**src/verilog/dsd_pkg.sv**
```systemverilog
// Package for the data-space decoder: address map, field layout, sizes
// Summary of operation
// - Reads 40h-7Fh come from program-memory window
// - Window address is position bits over offset
// - Window spans 0000h-0FFFh in 64-byte steps
// - Position bits 5-0 used, bits 7-6 ignored
// - Window position at C9h is write-only
// - Window position not cleared at reset
// - Addresses 00h-3Fh go to selected bank
// - Sixty bytes of general-purpose RAM
// - Index registers decoded at 80h and 81h
// - Port A direction register at C4h
// - Return stack of six 12-bit entries
// - Program space uses 12-bit counter
// - Readout protection blocks external reads only
// - Bank select write-only at E8h, bits 4/0
package dsd_pkg;
  localparam logic [7:0] BANK_LO     = 8'h00;  // Bank region start
  localparam logic [7:0] BANK_HI     = 8'h3f;  // Bank region end
  localparam logic [7:0] WIN_LO      = 8'h40;  // Window region start
  localparam logic [7:0] WIN_HI      = 8'h7f;  // Window region end
  localparam logic [7:0] IDX_X_ADDR  = 8'h80;  // First index register
  localparam logic [7:0] IDX_Y_ADDR  = 8'h81;  // Second index register
  localparam logic [7:0] SDIR_V_ADDR = 8'h82;  // First short-direct register
  localparam logic [7:0] SDIR_W_ADDR = 8'h83;  // Second short-direct register
  localparam logic [7:0] RAM_LO      = 8'h84;  // General RAM start
  localparam logic [7:0] RAM_HI      = 8'hbf;  // General RAM end
  localparam logic [7:0] PA_DIR_ADDR = 8'hc4;  // Port A direction register
  localparam logic [7:0] WINPOS_ADDR = 8'hc9;  // Window position register
  localparam logic [7:0] BANKSEL_ADDR = 8'he8; // Bank page select register
  localparam int         WINPOS_W    = 6;      // Meaningful position bits
  localparam int         OFS_W       = 6;      // Offset bits inside window
  localparam int         PC_W        = 12;     // Program counter width
  localparam int         RAM_BYTES   = 60;     // General RAM size
  localparam int         STACK_DEPTH = 6;      // Return stack levels
  localparam int         BANK_RAM2_BIT = 4;    // Selects RAM page 2
  localparam int         BANK_EE0_BIT  = 0;    // Selects EEPROM page 0

  // Region the current data address falls in
  typedef enum logic [6:0] {
    DSD_R_BANK = 7'b0000001,
    DSD_R_WIN  = 7'b0000010,
    DSD_R_CORE = 7'b0000100,
    DSD_R_RAM  = 7'b0001000,
    DSD_R_PERI = 7'b0010000,
    DSD_R_WREG = 7'b0100000,
    DSD_R_NONE = 7'b1000000
  } dsd_region_e;

  // One CPU data-space access
  typedef struct packed {
    logic       rd;    // Read strobe
    logic       wr;    // Write strobe
    logic [7:0] addr;  // Data address
    logic [7:0] wdata; // Write data
  } dsd_acc_s;

  // Classify an address; used for both read and write decode
  function automatic dsd_region_e dsd_decode(input logic [7:0] a);
    if (a <= BANK_HI) return DSD_R_BANK;
    else if (a <= WIN_HI) return DSD_R_WIN;
    else if (a <= SDIR_W_ADDR) return DSD_R_CORE;
    else if (a <= RAM_HI) return DSD_R_RAM;
    else if (a == WINPOS_ADDR || a == BANKSEL_ADDR) return DSD_R_WREG;
    else return DSD_R_PERI;
  endfunction : dsd_decode
endpackage : dsd_pkg

```
**src/verilog/dsd_decoder.sv**
```systemverilog
// Data-space decoder with program-memory window, RAM and return stack
`timescale 1ns/1ps
`default_nettype none
module dsd_decoder (
  input  wire logic                 mclk,          // Core clock
  input  wire logic                 rst,           // Async reset, high
  input  wire dsd_pkg::dsd_acc_s    acc,           // CPU data access
  output logic [7:0]                rdata,         // Read data, combinational same cycle
  input  wire logic [7:0]           pmem_rdata,    // Program memory byte
  output logic [dsd_pkg::PC_W-1:0]  pmem_addr,     // Program memory address
  output logic                      pmem_rd,       // Program memory window read
  input  wire logic [7:0]           bank_rdata,    // Selected bank read data
  output logic                      bank_sel_ram2, // RAM page 2 selected
  output logic                      bank_sel_ee0,  // EEPROM page 0 selected
  output logic                      bank_rd,       // Bank region read
  output logic                      bank_wr,       // Bank region write
  output logic [5:0]                bank_addr,     // Offset in bank
  input  wire logic [7:0]           core_rdata,    // Core register read data
  output logic                      core_sel,      // Core register slot
  output logic [1:0]                core_idx,      // 0 X,1 Y,2 V,3 W
  input  wire logic [7:0]           peri_rdata,    // Peripheral read data
  output logic                      peri_sel,      // Peripheral slot
  output logic                      pa_dir_sel,    // Port A direction slot
  input  wire logic                 stk_push,      // Push return address
  input  wire logic                 stk_pop,       // Pop return address
  input  wire logic [dsd_pkg::PC_W-1:0] stk_wdata, // Address to push
  output logic [dsd_pkg::PC_W-1:0]  stk_top,       // Top of stack
  input  wire logic                 prot_opt,      // Readout protection option
  input  wire logic                 ext_rd,        // External readout request
  input  wire logic [dsd_pkg::PC_W-1:0] ext_addr,  // External readout address
  output logic [7:0]                ext_rdata      // External readout data
);
  import dsd_pkg::*;

  dsd_region_e           region;        // Decoded region
  logic [WINPOS_W-1:0]   winpos_q;      // Window position, no reset
  logic [7:0]            banksel_q;     // Bank select, no reset
  logic [7:0]            ram_q [RAM_BYTES]; // General RAM
  logic [PC_W-1:0]       stk_q [STACK_DEPTH]; // Return stack
  logic [5:0]            ram_idx;       // RAM word index
  logic                  ext_path;      // External readout owns program address

  // Address classification
  always_comb begin
    region = dsd_decode(acc.addr);
  end

  assign ram_idx = 6'(acc.addr - RAM_LO);

  // Window position register, undefined until written
  always_ff @(posedge mclk) begin
    if (acc.wr && acc.addr == WINPOS_ADDR) begin
      winpos_q <= acc.wdata[WINPOS_W-1:0];
    end
  end

  // Bank select register, write-only, undefined until written
  always_ff @(posedge mclk) begin
    if (acc.wr && acc.addr == BANKSEL_ADDR) begin
      banksel_q <= acc.wdata;
    end
  end

  // General RAM, 60 bytes
  always_ff @(posedge mclk) begin
    if (acc.wr && region == DSD_R_RAM) begin
      ram_q[ram_idx] <= acc.wdata;
    end
  end

  // Window address: position over offset, 64-byte steps
  // External readout borrows the program address only when no window read runs
  assign ext_path  = ext_rd && !pmem_rd;
  assign pmem_addr = ext_path ? ext_addr
                              : {winpos_q, acc.addr[OFS_W-1:0]};
  assign pmem_rd   = acc.rd && region == DSD_R_WIN;

  // Bank region strobes
  assign bank_sel_ram2 = banksel_q[BANK_RAM2_BIT];
  assign bank_sel_ee0  = banksel_q[BANK_EE0_BIT];
  assign bank_rd   = acc.rd && region == DSD_R_BANK;
  assign bank_wr   = acc.wr && region == DSD_R_BANK;
  assign bank_addr = acc.addr[5:0];

  // Core and peripheral slots
  assign core_sel   = region == DSD_R_CORE;
  assign core_idx   = acc.addr[1:0];
  assign peri_sel   = region == DSD_R_PERI;
  assign pa_dir_sel = acc.addr == PA_DIR_ADDR;

  // Read mux, same cycle as RAM
  always_comb begin
    case (region)
      DSD_R_BANK: rdata = bank_rdata;
      DSD_R_WIN:  rdata = pmem_rdata;
      DSD_R_CORE: rdata = core_rdata;
      DSD_R_RAM:  rdata = ram_q[ram_idx];
      DSD_R_PERI: rdata = peri_rdata;
      DSD_R_WREG: rdata = 8'h00;               // Write-only reads as zero
      default:    rdata = 8'h00;
    endcase
  end

  // Return stack, shift register of six entries
  always_ff @(posedge mclk or posedge rst) begin
    if (rst) begin
      for (int i = 0; i < STACK_DEPTH; i++) stk_q[i] <= 12'h000;
    end else if (stk_push) begin
      stk_q[0] <= stk_wdata;
      for (int i = 1; i < STACK_DEPTH; i++) stk_q[i] <= stk_q[i-1];
    end else if (stk_pop) begin
      for (int i = 0; i < STACK_DEPTH-1; i++) stk_q[i] <= stk_q[i+1];
    end
  end
  assign stk_top = stk_q[0];

  // External readout, blocked when protected
  always_ff @(posedge mclk or posedge rst) begin
    if (rst) begin
      ext_rdata <= 8'h00;
    end else if (ext_path) begin
      ext_rdata <= prot_opt ? 8'h00 : pmem_rdata;
    end
  end
endmodule : dsd_decoder
`default_nettype wire

```
**config.mk**
```make
export PLATFORM = sky130hd
export DESIGN_NAME = dsd_decoder
export DESIGN_NICKNAME = d
export VERILOG_FILES = /design/src/verilog/dsd_pkg.sv /design/src/verilog/dsd_decoder.sv
export SDC_FILE = /design/constraint.sdc
export NUM_CORES = 1
export LEC_CHECK = 0
export CAP_MARGIN = 40
export CORE_ASPECT_RATIO = 1.75
export CORE_MARGIN = 4
export CORE_UTILIZATION = 30
export DETAILED_ROUTE_END_ITERATION = 12
export DONT_BUFFER_PORTS = 1
export GPL_TIMING_DRIVEN = 0
export SETUP_SLACK_MARGIN = 0.1
export SLEW_MARGIN = 30
export SYNTH_ARGS = -nofsm -noshare
export SYNTH_HDL_FRONTEND = slang
export SYNTH_SLANG_ARGS = --single-unit
```
**constraint.sdc**
```tcl
create_clock -name mclk -period 4.4 [get_ports mclk]
set_clock_uncertainty 0.1 [all_clocks]
set_input_delay 0.44 -clock mclk [delete_from_list [all_inputs] [get_ports mclk]]
set_output_delay 0.44 -clock mclk [all_outputs]
set_load 0.01 [all_outputs]
```
==> impl_metrics.py <==
metrics = {
    "status": {
        "outcome": "complete, no violations",
    },
    "timing": {
        "tightest_slew_ns": 0.908,
        "finalHoldViolCount": 0,
        "setup_viol": 0,
        "clock.fmax_ghz": 0.236,
        "whs_ns": 0.0642,
        "slew_headroom": 0.395,
        "fin_crit_sh": 0.962,
        "fin_crit_ns": 4.23,
        "grt_setup_unrepaired": "false",
        "maxSlewViolCount": 0,
    },
    "drt": {
        "post-route-drc-count": 0,
        "drt_iter0_drc": 1302,
        "wl_per_cell_um": 26.8,
        "routed.top_layer": "met4",
        "met1_length_mm": 23.0,
        "finalWirelength_mm": 67.6,
        "ant_nets": 0,
        "wl_met2_mm": 35.7,
        "via_count": 13100,
        "drtPass1Iterations": 6,
        "vias_per_cell": 5.19,
        "routed-wl-met3_mm": 4.81,
    },
    "global_route": {
        "track_usage": 0.161,
        "grt_max_degree": 63,
        "grt_overflow": 0,
        "antenna_found_initial": 1,
        "grt_pass1_vias": 13600,
        "grt_pass1_wl_mm": 95.8,
    },
    "worst_setup_path": {
        "cp.arrival_ns": 3.69,
        "path_class": "in -> out",
        "cp-startpoint": "acc[10]",
        "worst_r2r_startpoint": "stk_q[57]",
        "critPathMaxFanout": 15,
        "end_kind": "output pin",
        "start_kind": "input port",
        "required_ns": 3.86,
    },
    "clock_network": {
        "cts_root_buf": "clkbuf_16",
        "cts_tree": "yes",
        "cts_setup_buffers": 0,
        "cts_sinks": 568,
        "clock_latency_ns": 0.61,
        "cts_max_level": 2,
        "cts_made_buffers": 52,
        "path_clk_slew_ns": 0.06,
        "cts_buffer_depth": 3,
    },
    "power": {
        "vdd_drop_max_uv": 234,
        "p_total_w": 0.0113,
        "p_leak_nw": 9.12,
        "powerDensity_nw_per_um2": 419,
    },
    "synth": {
        "yosysMostFrequentCell": "edfxtp_1",
        "synthesis.area_um2": 23300,
        "synth_adder_area_share": 0.00161,
        "yosysUniqueCellTypes": 57,
        "synth_top_family_by_area": "multiplexers",
        "synth_edf_count": 488,
        "ys_ff_latch": 568,
        "synthXorXnorAreaFrac": 0.000376,
        "yosys_most_used_dff": "edfxtp_1",
        "synth_area_per_cell_um2": 17.6,
        "yosys_warnings": 0,
        "synthTopCellsByCount": "edfxtp_1, nor2_1, mux4_2, nand2_1, mux2i_1",
        "yosys.area.top_type": "edfxtp_1",
        "synth.area.top_cells": "edfxtp_1, mux4_2, dfrtp_1",
        "synthSimpleGateAreaFrac": 0.0522,
        "yosysTopAreaCellShare": 0.630,
        "async_flop_share": 0.141,
        "syn_inst": 1324,
        "seq_area_frac_synth": 0.716,
        "synth_compound_area_frac": 0.0345,
        "synth_nets": 1407,
        "synthMuxAreaShare": 0.170,
    },
    "final_layout": {
        "area_growth_pct": 16.5,
        "stdcell_area_um2": 27100,
        "drive_gt1_frac": 0.230,
        "nNetsFinal": 1546,
        "fillerInstances": 7198,
        "postLayoutCoreUtil": 0.354,
        "fin_cells": 2523,
    },
    "job": {
        "max_cap_violations": 0,
    },
    "floorplanning": {
        "ios": 136,
        "die_w_um": 219,
        "die_h_um": 376,
        "core_um2": 76600,
        "row_count": 134,
        "start_util": 0.304,
        "die-area_um2": 82200,
    },
    "place": {
        "routabilityCongestion": 0.918,
        "portBuffers": 0,
        "dpl.cell_count": 2370,
        "dpl-instance-area_um2": 24800,
        "hpwl_mm": 46.9,
    },
    "worst_hold_path": {
        "min_from": "acc[16]",
        "hold_class": "in -> reg",
    },
}
registers in the layout, summed over array words and instances (netlist names):
name	flops
banksel_q	2
ext_rdata	8
ram_q	480
stk_q	60
stk_top	12
winpos_q	6
cell families after synthesis:
logic type / Yosys count
buffers and inverters: 103
multiplexers: 237
AND/OR/NAND/NOR: 282
flip-flops: 568
AO/OA/AOI/OAI: 130
adder cells (fa/ha/maj): 3
XOR/XNOR: 1
layout make-up:
| type | instances | area (um^2) | area share |
|---|---|---|---|
| inverters | 3 | 13.8 | 0.000508 |
| multi-input cells | 653 | 6070 | 0.224 |
| well taps | 1020 | 1280 | 0.0471 |
| clock buffers | 65 | 1370 | 0.0506 |
| diodes | 2 | 5.00 | 0.000185 |
| flip-flops and latches | 568 | 16700 | 0.615 |
| plain buffers | 99 | 583 | 0.0215 |
| clock inverters | 27 | 201 | 0.00743 |
| repair buffers | 86 | 926 | 0.0342 |
per-stage QoR:
step / setup slack, ns / TNS, ns
after detailed placement: -0.985 / -288.55
after global routing: 0.105 / 0
after global placement: -1.51 / -349.31
final: 0.169 / 0
after CTS: 0.221 / 0
after floorplan: 0.815 / 0
layer usage:
metal  up-vias  global-route usage
li1       5445                   -
met1      6812               0.174
met2       666               0.293
met3       179              0.0327
met4         0              0.0878
met5         -                   0
where the power goes:
part | internal, W | switching (W)
logic | 0.000369 | 0.000570
registers | 0.00598 | 0.0000976
clock network | 0.00233 | 0.00200
critical path: stages:
cell and delay, ns:
buf_4 0.24, inv_1 0.10, clkbuf_2 0.24, buf_6 0.24
ha_1 0.42, clkbuf_2 0.37, clkbuf_1 0.41, buf_4 0.28
mux4_2 0.28, nor2_1 0.07, o31ai_1 0.33, buf_2 0.25
cell usage in the layout, fill, tap and decap left out, types with 15 or more instances in the layout:
cell / netlist / layout
mux4_2: 112 / 112
edfxtp_1: 488 / 488
o21ai_0: 75 / 75
dfrtp_1: 80 / 80
dlygate4sd3_1: 0 / 29
buf_4: 27 / 51
clkbuf_1: 43 / 45
mux2_2: 34 / 34
nor2_1: 119 / 119
clkbuf_4: 0 / 15
clkbuf_16: 0 / 53
nand2_1: 104 / 104
mux2i_1: 82 / 82
path summary, 6_finish.rpt:
path                       slack (ns)            to  cells after the start
max reg2reg                      3.46     stk_q[57]                      2
min                              0.06   winpos_q[0]                      2
max                              0.17      rdata[0]                     12
min reg2reg                      0.41      stk_q[5]                      1
min in group asynchronous        0.21    stk_top[3]                      2
max in group asynchronous        3.39  ext_rdata[5]                      3
timing repair:
item | in CTS | in global routing
endpoints found under the hold margin | 588 | 0
gates cloned | 0 | 0
endpoints found under the setup margin | 372 | 1
hold buffers | 37 | 0
pin swaps | 0 | 0
gates resized for setup | 11 | 1
Note: power is estimated with default switching activity, not from simulation.
